File: config.mk
export PLATFORM = sky130hd
export DESIGN_NAME = cbs_sequencer
export DESIGN_NICKNAME = d
export VERILOG_FILES = /design/src/common/cbs_pkg.sv /design/src/logic/cbs_interval_div.sv /design/src/logic/cbs_sequencer.sv /design/src/logic/cbs_tick_gen.sv
export SDC_FILE = /design/constraint.sdc
export NUM_CORES = 1
export LEC_CHECK = 0
export BUFFER_PORTS_ARGS = -buffer_cell sky130_fd_sc_hd__buf_4
export CORE_ASPECT_RATIO = 1.1
export CORE_MARGIN = 2
export CORE_UTILIZATION = 40
export CTS_CLUSTER_SIZE = 20
export DETAILED_ROUTE_END_ITERATION = 10
export PLACE_DENSITY = 0.56
export SLEW_MARGIN = 20
export SYNTH_ARGS = -nofsm -noshare
export SYNTH_HDL_FRONTEND = slang
export SYNTH_SLANG_ARGS = --single-unit
File: constraint.sdc
create_clock -name pclk -period 7.1 [get_ports pclk]
set_input_delay 2.13 -clock pclk [delete_from_list [all_inputs] [get_ports pclk]]
set_output_delay 2.13 -clock pclk [all_outputs]
set_load 0.01 [all_outputs]
File: src/common/cbs_pkg.sv
// How it works
// - A conversion is a charge-balance phase followed by a final-slope phase, each giving counts.
// - In charge balance the balance current fires on integrator threshold or timebase interval.
// - An 8-bit equality compare of limit and phase counter halts the converter on a match.
// - A rising final-slope line clears the phase counter and, in halt only, starts the final-slope phase.
// - The final slope ramps the integrator to zero and emits counts for the whole ramp.
// - The converter may be run through any number of successive conversions and phases.
// - The 7.68 MHz timebase is divided down to make the charge-balance intervals.
// - The undivided timebase is gated by the phase logic to form the returned counts.
// - Count pulses leave on their own output, apart from the control lines.
package cbs_pkg;

   // Clock and timebase rates.
   localparam int unsigned CLK_HZ      = 125_000_000;
   localparam int unsigned TIMEBASE_HZ = 7_680_000;
   localparam int unsigned RATE_UNIT   = 10_000;
   localparam logic [14:0] TICK_STEP   = 15'(TIMEBASE_HZ / RATE_UNIT);
   localparam logic [14:0] TICK_MOD    = 15'(CLK_HZ / RATE_UNIT);

   // Charge-balance timing, counted in timebase ticks.
   localparam int unsigned INTERVAL_TICKS = 128;
   localparam int unsigned BALANCE_TICKS  = 32;

   // Register byte offsets.
   localparam logic [7:0] OFS_CTRL   = 8'h00;
   localparam logic [7:0] OFS_LIMIT  = 8'h04;
   localparam logic [7:0] OFS_STATUS = 8'h08;
   localparam logic [7:0] OFS_BALCNT = 8'h0c;
   localparam logic [7:0] OFS_SLPCNT = 8'h10;

   // Control register fields.
   localparam int unsigned CTRL_START   = 0;
   localparam int unsigned CTRL_SLOPE   = 1;
   localparam int unsigned CTRL_SEL_LSB = 2;

   // Status register fields.
   localparam int unsigned STAT_PHASE_LSB = 0;
   localparam int unsigned STAT_CNT_LSB   = 8;

   // Reset values.
   localparam logic [7:0] LIMIT_RESET = 8'h00;
   localparam logic [1:0] SEL_RESET   = 2'h0;

   typedef enum logic [2:0] {
      CBS_IDLE,
      CBS_BALANCE,
      CBS_HALT,
      CBS_SLOPE,
      CBS_DONE
   } cbs_phase_type;

   // Lines toward the analog integrator.
   typedef struct packed {
      logic       balance_on;
      logic       slope_on;
      logic [1:0] input_sel;
   } cbs_analog_type;

endpackage

File: src/logic/cbs_interval_div.sv
`timescale 1ns/1ps
`default_nettype none
module cbs_interval_div #(
   parameter int unsigned DIV = cbs_pkg::INTERVAL_TICKS
) (
   input  wire logic pclk,      // System clock.
   input  wire logic presetn,   // Asynchronous reset, active low.
   input  wire logic tick,      // Timebase enable.
   input  wire logic restart,   // Realigns the interval at a phase start.
   output logic      interval   // One-cycle interval pulse.
);

   localparam int unsigned W = $clog2(DIV);

   typedef struct packed {
      logic [W-1:0] cnt;
   } cbs_div_state_type;

   cbs_div_state_type state;
   cbs_div_state_type next_state;

   // Divide the timebase so each interval is a whole number of timebase ticks.
   always_comb begin
      next_state = state;
      if (restart) begin
         next_state.cnt = '0;
      end else if (tick) begin
         if (state.cnt == W'(DIV - 1)) begin
            next_state.cnt = '0;
         end else begin
            next_state.cnt = state.cnt + 1'b1;
         end
      end
   end

   // Tick counter register.
   always_ff @(posedge pclk or negedge presetn) begin
      if (!presetn) begin
         state <= '0;
      end else begin
         state <= next_state;
      end
   end

   // The pulse coincides with the closing tick, so the sequencer sees both together.
   // A registered pulse would land one clock after the tick and never be acted on.
   assign interval = tick && !restart && (state.cnt == W'(DIV - 1));

endmodule
`default_nettype wire

File: src/logic/cbs_sequencer.sv
`timescale 1ns/1ps
`default_nettype none
module cbs_sequencer #(
   parameter int unsigned LIMIT_W   = 8,
   parameter int unsigned CNT_W     = 24,
   parameter int unsigned BAL_TICKS = cbs_pkg::BALANCE_TICKS,
   parameter int unsigned INTERVAL  = cbs_pkg::INTERVAL_TICKS
) (
   input  wire logic        pclk,            // 125 MHz system clock.
   input  wire logic        presetn,         // Asynchronous reset, active low.
   input  wire logic        psel,            // APB select.
   input  wire logic        penable,         // APB enable.
   input  wire logic        pwrite,          // APB write.
   input  wire logic [7:0]  paddr,           // APB byte address.
   input  wire logic [31:0] pwdata,          // APB write data.
   output logic      [31:0] prdata,          // APB read data.
   output logic             pready,          // APB ready.
   output logic             pslverr,         // APB error on unmapped address.
   input  wire logic        integ_threshold, // Integrator has reached its threshold.
   input  wire logic        integ_zero,      // Integrator has ramped down to zero.
   output logic             balance_on,      // Balance current switch.
   output logic             slope_on,        // Final-slope ramp current switch.
   output logic      [1:0]  input_sel,       // Converter input selector.
   output logic             count_pulse      // Gated timebase counts to the controller.
);

   localparam int unsigned BW = $clog2(BAL_TICKS + 1);

   // Conversion flow, as software sees it:
   // 1. Load the count limit, then write the control word with the start bit set.
   // 2. Balance fires a pulse on integrator threshold or on an interval, and the
   //    phase counter advances once per interval until it equals the limit.
   // 3. At a match the sequencer halts between pulses and the count stream goes quiet.
   // 4. Software raises the final-slope bit; the phase counter clears and the ramp runs.
   // 5. The ramp stops when the integrator reports zero, and the sequencer parks in done.
   // 6. Software drops the final-slope bit before the next start is accepted.
   // Both phases return counts on one pin and also total them in their own register,
   // so software may use either the pulse stream or the totals.

   // All state sits in one struct so that reset and the clock edge treat it alike.
   typedef struct packed {
      cbs_pkg::cbs_phase_type phase;
      logic [LIMIT_W-1:0]     limit;
      logic [LIMIT_W-1:0]     phase_cnt;
      logic [BW-1:0]          bal_left;
      logic                   final_slope;
      logic                   slope_prev;
      logic [CNT_W-1:0]       bal_counts;
      logic [CNT_W-1:0]       slope_counts;
      cbs_pkg::cbs_analog_type analog;
      logic                   count_pulse;
      logic [31:0]            prdata;
      logic                   pready;
      logic                   pslverr;
   } cbs_seq_state_type;

   cbs_seq_state_type state;
   cbs_seq_state_type next_state;
   logic              tick;
   logic              interval;
   logic              restart;
   logic              setup;
   logic              wr_access;
   logic              mapped;
   logic              gate;

   // Returns whether a byte address hits one of the registers.
   // Anything else answers with an error and reads as zero.
   function automatic logic is_mapped(input logic [7:0] addr);
      is_mapped = (addr == cbs_pkg::OFS_CTRL)   || (addr == cbs_pkg::OFS_LIMIT)  ||
                  (addr == cbs_pkg::OFS_STATUS) || (addr == cbs_pkg::OFS_BALCNT) ||
                  (addr == cbs_pkg::OFS_SLPCNT);
   endfunction

   // Fractional divider turning the system clock into the 7.68 MHz timebase.
   cbs_tick_gen u_tick (
      .pclk    (pclk),
      .presetn (presetn),
      .tick    (tick)
   );

   // Interval divider realigned at every charge-balance start.
   cbs_interval_div #(
      .DIV (INTERVAL)
   ) u_div (
      .pclk     (pclk),
      .presetn  (presetn),
      .tick     (tick),
      .restart  (restart),
      .interval (interval)
   );

   // Bus qualifiers; the slave answers in the access cycle right after setup.
   assign setup     = psel && !penable;
   assign wr_access = psel && penable && pwrite && state.pready;
   assign mapped    = is_mapped(paddr);
   assign restart   = wr_access && (paddr == cbs_pkg::OFS_CTRL) &&
                      pwdata[cbs_pkg::CTRL_START] && !pwdata[cbs_pkg::CTRL_SLOPE] &&
                      !state.final_slope;

   // Counts flow only while the balance current is on or the final slope runs.
   // The cycle that sees zero is shut out, so the pin and the slope total agree.
   assign gate = (state.phase == cbs_pkg::CBS_BALANCE && state.bal_left != '0) ||
                 (state.phase == cbs_pkg::CBS_SLOPE && !integ_zero);

   // Next-state logic for the bus, the registers and the phase machine. Later blocks
   // in this process override earlier ones, so a start write wins over any phase event
   // that falls in the same cycle.
   always_comb begin
      next_state = state;
      next_state.slope_prev  = state.final_slope;
      next_state.count_pulse = tick && gate;
      next_state.pready      = setup;
      next_state.pslverr     = setup && !mapped;

      // Register reads are captured in setup so prdata comes from a flop in access.
      if (setup && !pwrite) begin
         unique case (paddr)
            cbs_pkg::OFS_CTRL: begin
               next_state.prdata = 32'h0000_0000;
               next_state.prdata[cbs_pkg::CTRL_SLOPE] = state.final_slope;
               next_state.prdata[cbs_pkg::CTRL_SEL_LSB +: 2] = state.analog.input_sel;
            end
            cbs_pkg::OFS_LIMIT:  next_state.prdata = 32'(state.limit);
            cbs_pkg::OFS_STATUS: begin
               next_state.prdata = 32'h0000_0000;
               next_state.prdata[cbs_pkg::STAT_PHASE_LSB +: 3] = state.phase;
               next_state.prdata[cbs_pkg::STAT_CNT_LSB +: LIMIT_W] = state.phase_cnt;
            end
            cbs_pkg::OFS_BALCNT: next_state.prdata = 32'(state.bal_counts);
            cbs_pkg::OFS_SLPCNT: next_state.prdata = 32'(state.slope_counts);
            default:             next_state.prdata = 32'h0000_0000;
         endcase
      end

      // Register writes take effect at the access edge; unmapped writes are dropped.
      if (wr_access) begin
         if (paddr == cbs_pkg::OFS_CTRL) begin
            next_state.final_slope      = pwdata[cbs_pkg::CTRL_SLOPE];
            next_state.analog.input_sel = pwdata[cbs_pkg::CTRL_SEL_LSB +: 2];
         end
         if (paddr == cbs_pkg::OFS_LIMIT) begin
            next_state.limit = pwdata[LIMIT_W-1:0];
         end
      end

      // Phase sequencing.
      unique case (state.phase)
         cbs_pkg::CBS_IDLE, cbs_pkg::CBS_DONE: begin
            // Idle and done keep both currents off.
            next_state.analog.balance_on = 1'b0;
            next_state.analog.slope_on   = 1'b0;
         end
         cbs_pkg::CBS_BALANCE: begin
            if (tick) begin
               if (state.bal_left != '0) begin
                  next_state.bal_left = state.bal_left - 1'b1;
               end else if (state.phase_cnt == state.limit) begin
                  // Halt only between balance pulses so no pulse is cut short.
                  next_state.phase = cbs_pkg::CBS_HALT;
               end else if (integ_threshold || interval) begin
                  next_state.bal_left = BW'(BAL_TICKS);
               end
               // The counter stops at the limit, so a late interval cannot carry it past
               // the match and hide the halt from the comparator.
               if (interval && state.phase_cnt != state.limit) begin
                  next_state.phase_cnt = state.phase_cnt + 1'b1;
               end
            end
            if (tick && gate) begin
               next_state.bal_counts = state.bal_counts + 1'b1;
            end
            next_state.analog.balance_on = (next_state.bal_left != '0);
         end
         cbs_pkg::CBS_HALT: begin
            // Halted: no current flows and the gate stays shut until software acts.
            next_state.analog.balance_on = 1'b0;
         end
         cbs_pkg::CBS_SLOPE: begin
            // Zero ends the ramp at once; a tick in that cycle is not counted.
            if (integ_zero) begin
               next_state.phase = cbs_pkg::CBS_DONE;
               next_state.analog.slope_on = 1'b0;
            end else if (tick) begin
               next_state.slope_counts = state.slope_counts + 1'b1;
            end
         end
         default: begin
            next_state.phase = cbs_pkg::CBS_IDLE;
         end
      endcase

      // A rising final-slope line clears the counter and starts the ramp.
      // A rise outside halt only clears the counter; the ramp never starts mid-balance.
      if (state.final_slope && !state.slope_prev) begin
         next_state.phase_cnt = '0;
         if (state.phase == cbs_pkg::CBS_HALT) begin
            next_state.phase           = cbs_pkg::CBS_SLOPE;
            next_state.slope_counts    = '0;
            next_state.analog.slope_on = 1'b1;
         end
      end

      // Start of a conversion; any number may follow one another.
      // It is refused while the final-slope bit is set, which keeps the phases in order.
      if (restart) begin
         next_state.phase             = cbs_pkg::CBS_BALANCE;
         next_state.phase_cnt         = '0;
         next_state.bal_left          = '0;
         next_state.bal_counts        = '0;
         next_state.analog.balance_on = 1'b0;
         next_state.analog.slope_on   = 1'b0;
      end
   end

   // State register. Reset parks the sequencer idle with the limit and the input
   // selection at their reset values; totals and the phase counter read zero.
   always_ff @(posedge pclk or negedge presetn) begin
      if (!presetn) begin
         state                  <= '0;
         state.phase            <= cbs_pkg::CBS_IDLE;
         state.limit            <= cbs_pkg::LIMIT_RESET;
         state.analog.input_sel <= cbs_pkg::SEL_RESET;
      end else begin
         state <= next_state;
      end
   end

   // Every output is a field of the state register.
   assign prdata      = state.prdata;
   assign pready      = state.pready;
   assign pslverr     = state.pslverr;
   assign balance_on  = state.analog.balance_on;
   assign slope_on    = state.analog.slope_on;
   assign input_sel   = state.analog.input_sel;
   assign count_pulse = state.count_pulse;

endmodule
`default_nettype wire

File: src/logic/cbs_tick_gen.sv
`timescale 1ns/1ps
`default_nettype none
module cbs_tick_gen (
   input  wire logic pclk,      // System clock.
   input  wire logic presetn,   // Asynchronous reset, active low.
   output logic      tick       // One-cycle timebase enable.
);

   typedef struct packed {
      logic [14:0] acc;
      logic        tick;
   } cbs_tick_state_type;

   cbs_tick_state_type state;
   cbs_tick_state_type next_state;
   logic [14:0]        sum;

   // A phase accumulator keeps the exact average timebase rate; ticks jitter by one clock.
   always_comb begin
      next_state = state;
      sum = state.acc + cbs_pkg::TICK_STEP;
      if (sum >= cbs_pkg::TICK_MOD) begin
         next_state.acc  = sum - cbs_pkg::TICK_MOD;
         next_state.tick = 1'b1;
      end else begin
         next_state.acc  = sum;
         next_state.tick = 1'b0;
      end
   end

   // Accumulator and tick register.
   always_ff @(posedge pclk or negedge presetn) begin
      if (!presetn) begin
         state <= '0;
      end else begin
         state <= next_state;
      end
   end

   // The tick leaves straight from its flip-flop.
   assign tick = state.tick;

endmodule
`default_nettype wire

==> metrics.txt <==
# H-tree levels=4; sequential power share=0.424; # fillers=1585; IO buf count=between 50 and 60; Peak VDD IR=0.000164 V; vias in the first global route=5090; die area=~18000 um2; Area Overhead vs Synth=14.5%; Final period util=0.621; Post-synth EDFFs=0; die height=~140 um; most instantiated library cell after synthesis=dfrtp_1; Place WS=approximately 2.3 ns; clock share of power=0.551; leakage power=0.00341 uW; Hold WC Path Type=flip-flop to flip-flop; share of cells above drive strength 1=0.159; # IOs=86; RePlAce Congestion=0.826; RSZ-0062 raised after global routing=false; Avg Cell Area, Syn=9.63 um2; multi-input combinational cell area=about 3300 um2; Seq/Total Area, Yosys=0.463; critical path required time=7.41 ns; Slew Limit Fails=0; top-area cell type share of the netlist area=0.463; grt ovf=0; Max Cap Viol=0; FP Rows=50; Distinct cells, synth=just over 60; final hold vios=0; post-CTS sizing=0; Post-Syn Area=roughly 6900 um2; NetSw=about 360 uW; pin count of the biggest net entering global routing=83; drt total wl=between 15 and 20 mm; YS warnings=0; fin worst setup slack=approximately 2.7 ns; share of power burned in combinational logic=0.025; HPWL Detailed=~11 mm; top cells by area, synth=dfrtp_1 (46%), xnor2_1 (6.0%), nand2_1 (3.9%); Die X=129 um; Synth top cells by count=dfrtp_1 (127), nand2_1 (71), nor2_1 (69), xnor2_1 (47), o21ai_0 (41); routed via count=5284; Post-synth ARST share=1.00; first-pass GRT wire length=26.3 mm; pwr dens=218 nW/um2; DR pass1 iterations=5; fmax=0.227 GHz; main flop type after synthesis=dfrtp_1; Reg clk slew, reported paths=~0.060 ns; clock skew=0.00919 ns; CP startpoint kind=primary input; antenna cell count=0; setup_tns=0 ns; Sw Ratio=0.209; Final Critical Period=4.41 ns; total CTS buffers=17; Finished Layout Cells=955; drt initial violations=502; DR DRC count=0; Util after Layout=0.465; gr usage total=0.185; dpl cells=923; Nets=791; worst-margin pin slew=0.991 ns; via/cell ratio=roughly 5.5; Pint=1360 uW; Starting Density=0.406; CTS tree=done; Clk Tree Root Cell=clkbuf_16; Critical Path AT=4.71 ns; FF+latch area=3180 um2; final hold slack=between 0.4 and 0.5 ns; Clk Latency, worst-skew pair=0.43 ns; post-route ant nets=0; initial antenna violation count=0; hold-fix buffers at CTS=0; Synth Register Bits=roughly 130; Setup Crit Path Kind=primary input to flip-flop; area leader, netlist=dfrtp_1; Slew HR=0.340; setup violators final=0; wire length per cell=16.7 um; core area=16900 um2; Worst Setup End Kind=flip-flop; Cells after Synth=712; peak fanout along the critical path=9; setup bufs post-CTS=0; Clock Path Buffers=2; status=complete, no violations; Sink Count=127
worst paths after layout:
| kind | start | to | slack [ns] | cells past startpoint |
|---|---|---|---|---|
| setup reg to reg | state[112] | state[86] | 4.30 | 6 |
| hold reg to reg | prdata[23] | prdata[23] | 0.48 | 2 |
| setup / recovery | paddr[5] | state[103] | 2.69 | 6 |
| min in group asynchronous | presetn | state[46] | 1.76 | 1 |
| hold / removal | prdata[23] | prdata[23] | 0.48 | 2 |
| max in group asynchronous | presetn | state[79] | 4.23 | 2 |
worst max-delay path: stages:
cell and delay (ns):
buf_4 0.11, or4_4 0.58, nor3_1 0.35, and3b_1 0.46
nor2b_1 0.67, mux2_2 0.41
cells in the final DEF, fill, tap and decap left out, types with 6 or more instances in the layout:
master / instances
nand3_1: 24
nor3_1: 22
nor2_1: 68
xor2_1: 26
inv_1: 15
mux2_2: 12
nand4_1: 13
a222oi_1: 15
nor4_1: 11
dfrtp_1: 127
nand2_1: 71
clkbuf_16: 17
ha_1: 10
o21ai_0: 41
and4_1: 6
xnor2_1: 47
a22oi_1: 11
nor2b_1: 6
a21oi_1: 26
or3_1: 10
buf_4: 59
conb_1: 8
o211ai_1: 8
per-stage QoR:
stage	cell area [um2]	total power (uW)
final	7860	1710
after global routing	7860	1760
after CTS	7850	1730
after detailed placement	7220	783
after global placement	7220	782
after floorplan	6890	755
routing by layer:
metal | GRT usage | wire length (um) | vias up | part of all wire
met1 | 0.240 | 7190 | 2599 | 0.45
met2 | 0.302 | 7810 | 116 | 0.49
met4 | 0.0761 | 336 | 0 | 0.021
li1 | - | - | 2543 | -
met5 | 0 | 0 | - | 0
met3 | 0.0370 | 614 | 26 | 0.039
layout make-up:
cell class | count | area share
repair buffers | 60 | 0.0578
clock buffers | 23 | 0.0608
inverters | 15 | 0.00717
flip-flops and latches | 127 | 0.405
well taps | 208 | 0.0331
multi-input cells | 513 | 0.417
clock inverters | 9 | 0.0198
flip-flops by register name, indices dropped and copies added, names as in the netlist:
register      flops
balance_on        1
count_pulse       1
input_sel         2
next_state        1
prdata           24
pready            1
pslverr           1
slope_on          1
state            74
u_div.state       7
u_tick.state     13
u_tick.tick       1
logic make-up (layout without fill, tap and decap cells):
family,after synthesis,after routing,synth area share
AOI/OAI and AO/OA,130,130,0.127
and+or+nand+nor,276,276,0.206
DFF,127,127,0.463
xor gates and xnor gates,73,73,0.0932
other,1,8,0.000547
adders and majority gates,11,11,0.0197
muxes,15,15,0.0241
buffers and inverters,79,107,0.0660
power by group through the flow:
stage / Clock (uW) / Combinational [uW] / Sequential, uW
finish: 944 / 42.1 / 727
floorplan: 0 / 14.9 / 740
CTS: 955 / 43.0 / 727
global route: 986 / 47.4 / 727
detailed placement: 0 / 43.1 / 740
global placement: 0 / 42.2 / 740
No activity file was read; power rests on OpenSTA's default activity.
